`config.mk`:
```
export PLATFORM = sky130hd
export DESIGN_NAME = rxpc_fifo_rdclk
export DESIGN_NICKNAME = d
export VERILOG_FILES = /design/src/rtl/rxpc_pkg.sv /design/src/rtl/rxpc_fifo_rdclk.sv
export SDC_FILE = /design/constraint.sdc
export NUM_CORES = 1
export LEC_CHECK = 0
export BUFFER_PORTS_ARGS = -buffer_cell sky130_fd_sc_hd__buf_2
export CORE_ASPECT_RATIO = 0.9
export CORE_MARGIN = 2
export CORE_UTILIZATION = 58
export DETAILED_ROUTE_END_ITERATION = 10
export HOLD_SLACK_MARGIN = 0.05
export PLACE_DENSITY = 0.79
export SKIP_LAST_GASP = 1
export SLEW_MARGIN = 20
export SYNTH_ARGS = -nofsm -noshare
export SYNTH_HDL_FRONTEND = slang
export SYNTH_SLANG_ARGS = --single-unit
export TNS_END_PERCENT = 50
```
`constraint.sdc`:
```
create_clock -name clk_sys -period 9.15 [get_ports clk_sys]
set_clock_uncertainty 0.2 [all_clocks]
set_input_delay 0.915 -clock clk_sys [delete_from_list [all_inputs] [get_ports clk_sys]]
set_output_delay 0.915 -clock clk_sys [all_outputs]
set_load 0.01 [all_outputs]
```
`src/rtl/rxpc_pkg.sv`:
```
// package for the receive phase compensation fifo and read clock selection
package rxpc_pkg;

	// channel and fifo geometry
	localparam int NUM_CH = 4;
	localparam int DATA_W = 16;
	localparam int STAT_W = 4;
	localparam int FIFO_AW = 3;
	localparam int FIFO_DEPTH = 8;
	localparam int NUM_TICK = 14;

	// register offsets
	localparam logic [3:0] OFS_CTRL = 4'h0;
	localparam logic [3:0] OFS_STATUS = 4'h4;
	localparam logic [3:0] OFS_MASK = 4'h8;
	localparam logic [3:0] OFS_SEL = 4'hC;

	// control register fields
	localparam int CTRL_MODE_LSB = 0;
	localparam int CTRL_USER_LSB = 4;
	localparam int CTRL_RM_BIT = 8;
	localparam logic [31:0] CTRL_RESET = 32'h0000_0100;
	localparam logic [31:0] MASK_RESET = 32'h0000_0000;

	// status register fields
	localparam int STAT_OVF_LSB = 0;
	localparam int STAT_UNF_LSB = 4;

	// select readback fields
	localparam int SEL_FIELD_W = 4;
	localparam int SEL_IDENT_LSB = 16;

	// tick vector positions
	localparam int TICK_TX_LSB = 0;
	localparam int TICK_RX_LSB = 4;
	localparam int TICK_USER_LSB = 8;
	localparam int TICK_CORE_LOCAL = 12;
	localparam int TICK_CORE_MASTER = 13;

	// channel bonding configuration
	typedef enum logic [1:0] {
		MODE_NONBOND,
		MODE_BOND_X4,
		MODE_BOND_X8,
		MODE_SPARE
	} rxpc_mode_e;

	// chosen fifo read clock source
	typedef enum logic [2:0] {
		SRC_TX_OWN,
		SRC_TX_CH0,
		SRC_TX_CH2,
		SRC_RX_OWN,
		SRC_CORE_LOCAL,
		SRC_CORE_MASTER,
		SRC_USER
	} rxpc_src_e;

	// per-channel setup used for the identity check
	typedef struct packed {
		logic [3:0] refclk_src;
		logic pll_second;
		logic [7:0] pll_cfg;
		logic [15:0] pma_pcs_cfg;
	} rxpc_cfg_s;

	// one receive word with its status
	typedef struct packed {
		logic [DATA_W-1:0] data;
		logic [STAT_W-1:0] status;
	} rxpc_word_s;

endpackage

```
`src/rtl/rxpc_fifo_rdclk.sv`:
```
// receive phase compensation fifos with automatic or user read clock selection
//
// The implementer's own choices: the strobed register port and the address map.
`timescale 1ns/1ps

module rxpc_fifo_rdclk (
	input wire logic clk_sys,
	input wire logic rst,
	input wire logic [3:0] reg_addr,
	input wire logic [31:0] reg_wdata,
	input wire logic reg_wr,
	input wire logic reg_rd,
	output logic [31:0] reg_rdata,
	input wire rxpc_pkg::rxpc_cfg_s [rxpc_pkg::NUM_CH-1:0] chan_cfg,
	input wire rxpc_pkg::rxpc_word_s [rxpc_pkg::NUM_CH-1:0] wr_word,
	input wire logic [rxpc_pkg::NUM_CH-1:0] wr_valid,
	input wire logic [rxpc_pkg::NUM_CH-1:0] tx_par_clk,
	input wire logic [rxpc_pkg::NUM_CH-1:0] rx_rec_clk,
	input wire logic [rxpc_pkg::NUM_CH-1:0] user_rd_clk,
	input wire logic core_clk_local,
	input wire logic core_clk_master,
	output rxpc_pkg::rxpc_word_s [rxpc_pkg::NUM_CH-1:0] rd_word,
	output logic [rxpc_pkg::NUM_CH-1:0] rd_valid,
	output rxpc_pkg::rxpc_src_e [rxpc_pkg::NUM_CH-1:0] rd_src,
	output logic [rxpc_pkg::NUM_CH-1:0] rate_match_on,
	output logic irq
);

	////////////////////////////////////////////////////////////////////////////
	// declarations

	// register file state
	logic [31:0] ctrl_q;
	logic [31:0] mask_q;
	logic [31:0] status_q;
	logic [31:0] status_d;
	logic [31:0] status_set;
	logic [31:0] rdata_d;

	// candidate clocks turned into ticks
	logic [rxpc_pkg::NUM_TICK-1:0] raw_tick;
	logic [rxpc_pkg::NUM_TICK-1:0] sync1_q;
	logic [rxpc_pkg::NUM_TICK-1:0] sync2_q;
	logic [rxpc_pkg::NUM_TICK-1:0] sync3_q;
	logic [rxpc_pkg::NUM_TICK-1:0] tick;

	// read clock selection
	rxpc_pkg::rxpc_src_e [rxpc_pkg::NUM_CH-1:0] src_d;
	rxpc_pkg::rxpc_src_e [rxpc_pkg::NUM_CH-1:0] src_q;
	logic [rxpc_pkg::NUM_CH-1:0] rm_d;
	logic [rxpc_pkg::NUM_CH-1:0] rm_q;

	// per-channel fifo events
	logic [rxpc_pkg::NUM_CH-1:0] rd_tick;
	logic [rxpc_pkg::NUM_CH-1:0] ovf_ev;
	logic [rxpc_pkg::NUM_CH-1:0] unf_ev;

	// registered outputs
	logic [rxpc_pkg::NUM_CH-1:0] rd_valid_q;
	rxpc_pkg::rxpc_word_s [rxpc_pkg::NUM_CH-1:0] rd_word_q;
	logic irq_q;

	// identity and control decode
	logic all_ident;
	logic pair_ident;
	logic [2:0] ident_vec;
	rxpc_pkg::rxpc_mode_e mode;
	logic [rxpc_pkg::NUM_CH-1:0] user_en;
	logic rm_nonbond;

	////////////////////////////////////////////////////////////////////////////
	// functions

	// two channels match on refclk source, pll setup and pma/pcs setup
	function automatic logic chan_same(input rxpc_pkg::rxpc_cfg_s a, input rxpc_pkg::rxpc_cfg_s b);
		chan_same = (a.refclk_src == b.refclk_src) && (a.pll_second == b.pll_second) &&
			(a.pll_cfg == b.pll_cfg) && (a.pma_pcs_cfg == b.pma_pcs_cfg);
	endfunction

	// read tick of one channel for a given source
	function automatic logic pick_tick(input rxpc_pkg::rxpc_src_e s, input int ch,
		input logic [rxpc_pkg::NUM_TICK-1:0] t);
		pick_tick = 1'b0;
		unique case (s)
			rxpc_pkg::SRC_TX_OWN: pick_tick = t[rxpc_pkg::TICK_TX_LSB + ch];
			rxpc_pkg::SRC_TX_CH0: pick_tick = t[rxpc_pkg::TICK_TX_LSB];
			rxpc_pkg::SRC_TX_CH2: pick_tick = t[rxpc_pkg::TICK_TX_LSB + 2];
			rxpc_pkg::SRC_RX_OWN: pick_tick = t[rxpc_pkg::TICK_RX_LSB + ch];
			rxpc_pkg::SRC_CORE_LOCAL: pick_tick = t[rxpc_pkg::TICK_CORE_LOCAL];
			rxpc_pkg::SRC_CORE_MASTER: pick_tick = t[rxpc_pkg::TICK_CORE_MASTER];
			rxpc_pkg::SRC_USER: pick_tick = t[rxpc_pkg::TICK_USER_LSB + ch];
			default: pick_tick = 1'b0;
		endcase
	endfunction

	////////////////////////////////////////////////////////////////////////////
	// control fields

	assign mode = rxpc_pkg::rxpc_mode_e'(ctrl_q[rxpc_pkg::CTRL_MODE_LSB +: 2]);
	assign user_en = ctrl_q[rxpc_pkg::CTRL_USER_LSB +: rxpc_pkg::NUM_CH];
	assign rm_nonbond = ctrl_q[rxpc_pkg::CTRL_RM_BIT];

	////////////////////////////////////////////////////////////////////////////
	// clock source synchronisers

	// foreign clocks are sampled and edge detected into one-cycle ticks
	assign raw_tick = {core_clk_master, core_clk_local, user_rd_clk, rx_rec_clk, tx_par_clk};

	genvar gi;
	generate
		for (gi = 0; gi < rxpc_pkg::NUM_TICK; gi++) begin : g_sync
			// two-stage synchroniser plus edge history
			always_ff @(posedge clk_sys or posedge rst) begin
				if (rst) begin
					sync1_q[gi] <= 1'b0;
					sync2_q[gi] <= 1'b0;
					sync3_q[gi] <= 1'b0;
				end else begin
					sync1_q[gi] <= raw_tick[gi];
					sync2_q[gi] <= sync1_q[gi];
					sync3_q[gi] <= sync2_q[gi];
				end
			end
			assign tick[gi] = sync2_q[gi] & ~sync3_q[gi];
		end
	endgenerate

	////////////////////////////////////////////////////////////////////////////
	// read clock selection

	// identity of the whole block and of the two pll pairs
	always_comb begin
		ident_vec[0] = chan_same(chan_cfg[0], chan_cfg[1]);
		ident_vec[1] = chan_same(chan_cfg[1], chan_cfg[2]);
		ident_vec[2] = chan_same(chan_cfg[2], chan_cfg[3]);
		all_ident = &ident_vec;
		pair_ident = ident_vec[0] && ident_vec[2] && !chan_cfg[0].pll_second &&
			chan_cfg[2].pll_second;
	end

	// per-channel source choice from mode, identity and user override
	always_comb begin
		for (int ch = 0; ch < rxpc_pkg::NUM_CH; ch++) begin
			src_d[ch] = rxpc_pkg::SRC_TX_OWN;
			rm_d[ch] = rm_nonbond;
			unique case (mode)
				rxpc_pkg::MODE_BOND_X4: begin
					src_d[ch] = rxpc_pkg::SRC_CORE_LOCAL;
					rm_d[ch] = 1'b1;
				end
				rxpc_pkg::MODE_BOND_X8: begin
					src_d[ch] = rxpc_pkg::SRC_CORE_MASTER;
					rm_d[ch] = 1'b1;
				end
				default: begin
					if (!rm_nonbond) begin
						src_d[ch] = rxpc_pkg::SRC_RX_OWN;
					end else if (all_ident) begin
						src_d[ch] = rxpc_pkg::SRC_TX_CH0;
					end else if (pair_ident) begin
						src_d[ch] = (ch < 2) ? rxpc_pkg::SRC_TX_CH0 : rxpc_pkg::SRC_TX_CH2;
					end else begin
						src_d[ch] = rxpc_pkg::SRC_TX_OWN;
					end
				end
			endcase
			if (user_en[ch]) begin
				src_d[ch] = rxpc_pkg::SRC_USER;
			end
		end
	end

	// registered selection, also published to the fabric
	always_ff @(posedge clk_sys or posedge rst) begin
		if (rst) begin
			src_q <= '{default: rxpc_pkg::SRC_TX_OWN};
			rm_q <= {rxpc_pkg::NUM_CH{1'b1}};
		end else begin
			src_q <= src_d;
			rm_q <= rm_d;
		end
	end

	////////////////////////////////////////////////////////////////////////////
	// phase compensation fifos

	generate
		for (gi = 0; gi < rxpc_pkg::NUM_CH; gi++) begin : g_fifo
			rxpc_pkg::rxpc_word_s mem [rxpc_pkg::FIFO_DEPTH];
			logic [rxpc_pkg::FIFO_AW:0] wptr_q;
			logic [rxpc_pkg::FIFO_AW:0] rptr_q;
			logic full;
			logic empty;
			logic do_wr;
			logic do_rd;

			// read tick of this channel's chosen clock
			assign rd_tick[gi] = pick_tick(src_q[gi], gi, tick);

			// extra pointer bit tells full from empty
			assign empty = (wptr_q == rptr_q);
			assign full = (wptr_q[rxpc_pkg::FIFO_AW-1:0] == rptr_q[rxpc_pkg::FIFO_AW-1:0]) &&
				(wptr_q[rxpc_pkg::FIFO_AW] != rptr_q[rxpc_pkg::FIFO_AW]);

			// refused transfers leave the pointers alone
			assign do_wr = wr_valid[gi] && !full;
			assign do_rd = rd_tick[gi] && !empty;

			// refused transfers only raise flags
			assign ovf_ev[gi] = wr_valid[gi] && full;
			assign unf_ev[gi] = rd_tick[gi] && empty;

			// storage, written on the pcs side
			always_ff @(posedge clk_sys) begin
				if (do_wr) begin
					mem[wptr_q[rxpc_pkg::FIFO_AW-1:0]] <= wr_word[gi];
				end
			end

			// write pointer
			always_ff @(posedge clk_sys or posedge rst) begin
				if (rst) begin
					wptr_q <= '0;
				end else if (do_wr) begin
					wptr_q <= wptr_q + 1'b1;
				end
			end

			// read pointer and output word on the selected read tick
			always_ff @(posedge clk_sys or posedge rst) begin
				if (rst) begin
					rptr_q <= '0;
					rd_word_q[gi] <= '0;
					rd_valid_q[gi] <= 1'b0;
				end else begin
					rd_valid_q[gi] <= do_rd;
					if (do_rd) begin
						rptr_q <= rptr_q + 1'b1;
						rd_word_q[gi] <= mem[rptr_q[rxpc_pkg::FIFO_AW-1:0]];
					end
				end
			end
		end
	endgenerate

	////////////////////////////////////////////////////////////////////////////
	// register file

	// control and mask writes
	always_ff @(posedge clk_sys or posedge rst) begin
		if (rst) begin
			ctrl_q <= rxpc_pkg::CTRL_RESET;
			mask_q <= rxpc_pkg::MASK_RESET;
		end else if (reg_wr) begin
			if (reg_addr == rxpc_pkg::OFS_CTRL) begin
				ctrl_q <= reg_wdata & 32'h0000_01F3;
			end
			if (reg_addr == rxpc_pkg::OFS_MASK) begin
				mask_q <= reg_wdata & 32'h0000_00FF;
			end
		end
	end

	// sticky error flags, cleared by reading, a new event wins
	always_comb begin
		status_set = '0;
		status_set[rxpc_pkg::STAT_OVF_LSB +: rxpc_pkg::NUM_CH] = ovf_ev;
		status_set[rxpc_pkg::STAT_UNF_LSB +: rxpc_pkg::NUM_CH] = unf_ev;
		status_d = status_q;
		if (reg_rd && (reg_addr == rxpc_pkg::OFS_STATUS)) begin
			status_d = '0;
		end
		status_d = status_d | status_set;
	end

	always_ff @(posedge clk_sys or posedge rst) begin
		if (rst) begin
			status_q <= '0;
		end else begin
			status_q <= status_d;
		end
	end

	// read data mux
	always_comb begin
		rdata_d = '0;
		unique case (reg_addr)
			rxpc_pkg::OFS_CTRL: rdata_d = ctrl_q;
			rxpc_pkg::OFS_STATUS: rdata_d = status_q;
			rxpc_pkg::OFS_MASK: rdata_d = mask_q;
			rxpc_pkg::OFS_SEL: begin
				for (int ch = 0; ch < rxpc_pkg::NUM_CH; ch++) begin
					rdata_d[ch*rxpc_pkg::SEL_FIELD_W +: 3] = src_q[ch];
				end
				rdata_d[rxpc_pkg::SEL_IDENT_LSB] = all_ident;
				rdata_d[rxpc_pkg::SEL_IDENT_LSB + 1] = pair_ident;
			end
			default: rdata_d = '0;
		endcase
	end

	// read data one cycle after the strobe, zero otherwise
	always_ff @(posedge clk_sys or posedge rst) begin
		if (rst) begin
			reg_rdata <= '0;
		end else begin
			reg_rdata <= reg_rd ? rdata_d : 32'h0000_0000;
		end
	end

	// interrupt level from unmasked sticky flags
	always_ff @(posedge clk_sys or posedge rst) begin
		if (rst) begin
			irq_q <= 1'b0;
		end else begin
			irq_q <= |(status_d & mask_q);
		end
	end

	////////////////////////////////////////////////////////////////////////////
	// outputs

	// every output comes straight from a register
	assign rd_word = rd_word_q;
	assign rd_valid = rd_valid_q;
	assign rd_src = src_q;
	assign rate_match_on = rm_q;
	assign irq = irq_q;

endmodule

```
==> summary.txt <==
Floorplanning
  – Num rows: just over 80
  – Die Footprint: ~0.06 mm^2
  – DIE HEIGHT: 231.3 um
  – Die width: 256.6 um
  – Starting Density: 58.53%
  – Ports: 387
  – Core Box Area: between 0.05 and 0.06 mm^2

Run status
  – Status: completed

Global route
  – Initial antenna violation count: 20
  – Largest net degree at the start of global routing: 76
  – Remaining global-route overflow: 0
  – Total GRT Usage: approximately 25%
  – First-pass GRT wire length: around 110000 um
  – Vias in the first global route: 18360

STA
  – Relative slew slack: approximately a third
  – Max-slew violation count: 0
  – Measured slew at the worst slew-check pin: 0.9884 ns
  – Fmax achieved: around 0.3 GHz
  – Setup TNS: 0 ns
  – Final critical-path share of the clock period: between 30% and 40%
  – Setup violators final: 0
  – Minimum clock period: about 3.3 ns
  – RSZ-0062 raised after global routing: false
  – Fin. Hold Viols: 0

Logic synthesis
  – #FFs+latches synth: 851
  – Async set-reset flop share out of synthesis: about a quarter
  – Synth warn: 0
  – Mapped Avg Cell Area: approximately 19 um^2
  – Gate Count Post-Synth: ~1800
  – Synth Cell Area: 0.03331 mm^2
  – Synth cell types: 57
  – Top_reg_cell synth: edfxtp_1
  – EDFF count, synth: between 600 and 700
  – Post-synthesis sequential area ratio: approximately three quarters

Power and ir drop
  – Power per cell area: 315.4 mW/mm^2
  – Peak supply drop: 0.1928 mV
  – Leak: ~14 nW
  – Total power: around 12 mW

CTS
  – CTS Hold Bufs: 0
  – Clk pin slew, worst setup/hold paths: ~0.060 ns
  – Num CTS Buffers: 83
  – CTS tree: done
  – Clock root cell: clkbuf_16
  – CTS resizes: 0
  – Clk_lat worst skew: approximately 0.61 ns
  – TritonCTS Sinks: around 850
  – Max Root-Sink Buffers: 3
  – CTS H-Tree Depth: 3
  – Post-CTS setup buffer count: 0

Route
  – Post-Route WL: about 75000 um
  – DR iter-0 viols: 1499
  – Via count: 17650
  – Routed Antenna Nets: 0
  – Routed length per placed instance: approximately 25 um
  – DRC viols: 0
  – 1st-pass router iterations: 6
  – Via density: just under 6

Worst setup path
  – CP peak stage delay: 0.66 ns
  – Slowest CP cell: buf_4
  – Critical path type: reg -> reg
  – Worst path cell trace: buf_4, xnor2_1, nand4_1, and2_1, nand2_1, nor2_1, buf_4
  – Critical path peak fanout: 44
  – CP required: 9.22 ns
  – Arr. time, crit path: 3.39 ns
  – Setup crit end kind: register
  – CP Launch Type: register
  – Most used cell along the critical path: buf_4

Final layout
  – Non-Filler Instances: roughly 3000
  – Commonest non-fill, non-tap cell in the layout: edfxtp_1
  – Layout Nets: around 2400
  – Layout cells sized above 1: 33.44%
  – P&R area growth vs syn: 16.00%
  – Most frequent cells in the layout: 640 x edfxtp_1, 347 x buf_2, 204 x dfrtp_1, 165 x mux4_2, 98 x xor2_1

Place
  – Port Buf Inserts: between 300 and 400
  – Post-DP HPWL: approximately 47000 um
  – Placed Cells: between 2000 and 3000
  – GP Congestion: approximately 1.2

Min path
  – Min-delay worst type: reg -> reg

Job
  – Max Cap Viol: 0
==> metal layers <==
layer / GRT usage (%) / wire length, um / up-vias / share of wire, %
met3: 5.446 / 5228 / 163 / 7.0
met2: 44.90 / 39350 / 746 / 53
met4: 9.557 / 2577 / 16 / 3.4
li1: - / - / 7688 / -
met5: 0 / 118 / - / 0.16
met1: 31.01 / 27580 / 9035 / 37
==> Yosys cell counts (10+ instances only) <==
| library cell | number | area share (%) |
|---|---|---|
| edfxtp_1 | 640 | 58 |
| dfrtp_1 | 209 | 16 |
| mux4_2 | 165 | 11 |
| xor2_1 | 98 | 2.6 |
| nand2_1 | 94 | 1.1 |
| mux2i_1 | 81 | 2.4 |
| nor2_1 | 64 | 0.72 |
| o21ai_0 | 60 | 0.90 |
| clkbuf_1 | 37 | 0.42 |
| buf_2 | 28 | 0.42 |
| xnor2_1 | 27 | 0.71 |
| buf_4 | 25 | 0.56 |
| nor4_1 | 22 | 0.41 |
| mux2_2 | 21 | 0.71 |
| nand2b_1 | 21 | 0.39 |
| a21oi_2 | 19 | 0.50 |
| nor3_1 | 17 | 0.26 |
| nand3_1 | 16 | 0.24 |
| inv_1 | 11 | 0.12 |
| and3_1 | 10 | 0.19 |
==> sequential cells by signal (all words and copies together), names as in the netlist, 4 cells and up <==
register and count:
reg_rdata 16, rd_src 12, rd_word 80, g_fifo.rptr_q 16
g_fifo.wptr_q 16, sync3_q 14, sync1_q 14, ctrl_q 7
status_q 8, sync2_q 14, mask_q 8, g_fifo.mem 640
rd_valid 4
==> worst max-delay path: cells and delay by family, from the launching register on <==
kind	cells	cell delay, ns
simple gates	4	1.18
buf+inv	2	1.06
flops	1	0.34
xor+xnor	1	0.19
==> kinds of logic (layout without fill, tap and decap cells) <==
kind of cell	after synthesis	count (layout)	share of synthesized area [%]
compound gates	114	114	2.186
xor+xnor	125	125	3.287
fa+ha+maj	9	9	0.3381
buf+inv	108	555	1.679
flops	851	851	73.56
mux	268	268	14.34
other cells	1	27	0.01126
simple gates	299	299	4.602
==> worst paths after layout <==
kind,startpoint,to,slack (ns),cells past startpoint
min in group asynchronous,rst,rd_valid[1],0.17,2
setup reg to reg,g_fifo[0].rptr_q[0],g_fifo[0].mem[5][0],5.83,7
max in group asynchronous,rst,g_fifo[0].rptr_q[2],7.06,3
setup / recovery,g_fifo[0].rptr_q[0],g_fifo[0].mem[5][0],5.83,7
hold / removal,sync1_q[11],sync2_q[11],0.15,0
hold reg to reg,sync1_q[11],sync2_q[11],0.15,0
==> metrics by stage <==
stage | hold slack (ns) | utilization, % | setup slack [ns] | cell area [um^2]
2_1_floorplan | 0.1312 | - | 2.272 | 33360
3_3_place_gp | 0.1348 | 63.18 | 5.812 | 35960
3_5_place_dp | 0.1347 | 63.18 | 5.753 | 35960
4_1_cts | 0.1520 | 67.83 | 5.705 | 38600
5_1_grt | 0.1654 | 67.88 | 5.450 | 38630
6_report | 0.1462 | 67.89 | 5.828 | 38640
==> power by group <==
group | switching (mW) | internal [mW]
Sequential | 0.414 | 4.97
Clock | 1.39 | 1.93
Combinational | 1.95 | 1.54
==> layout make-up <==
class	count	area [um^2]
diodes	11	27.53
clock inverters	43	400.4
repair buffers	392	2074
inverters	11	48.80
flip-flops and latches	851	24510
fillers	3681	18270
clock buffers	109	2246
well taps	765	957.2
multi-input cells	831	8374
Note: power is estimated with default switching activity, not from simulation.
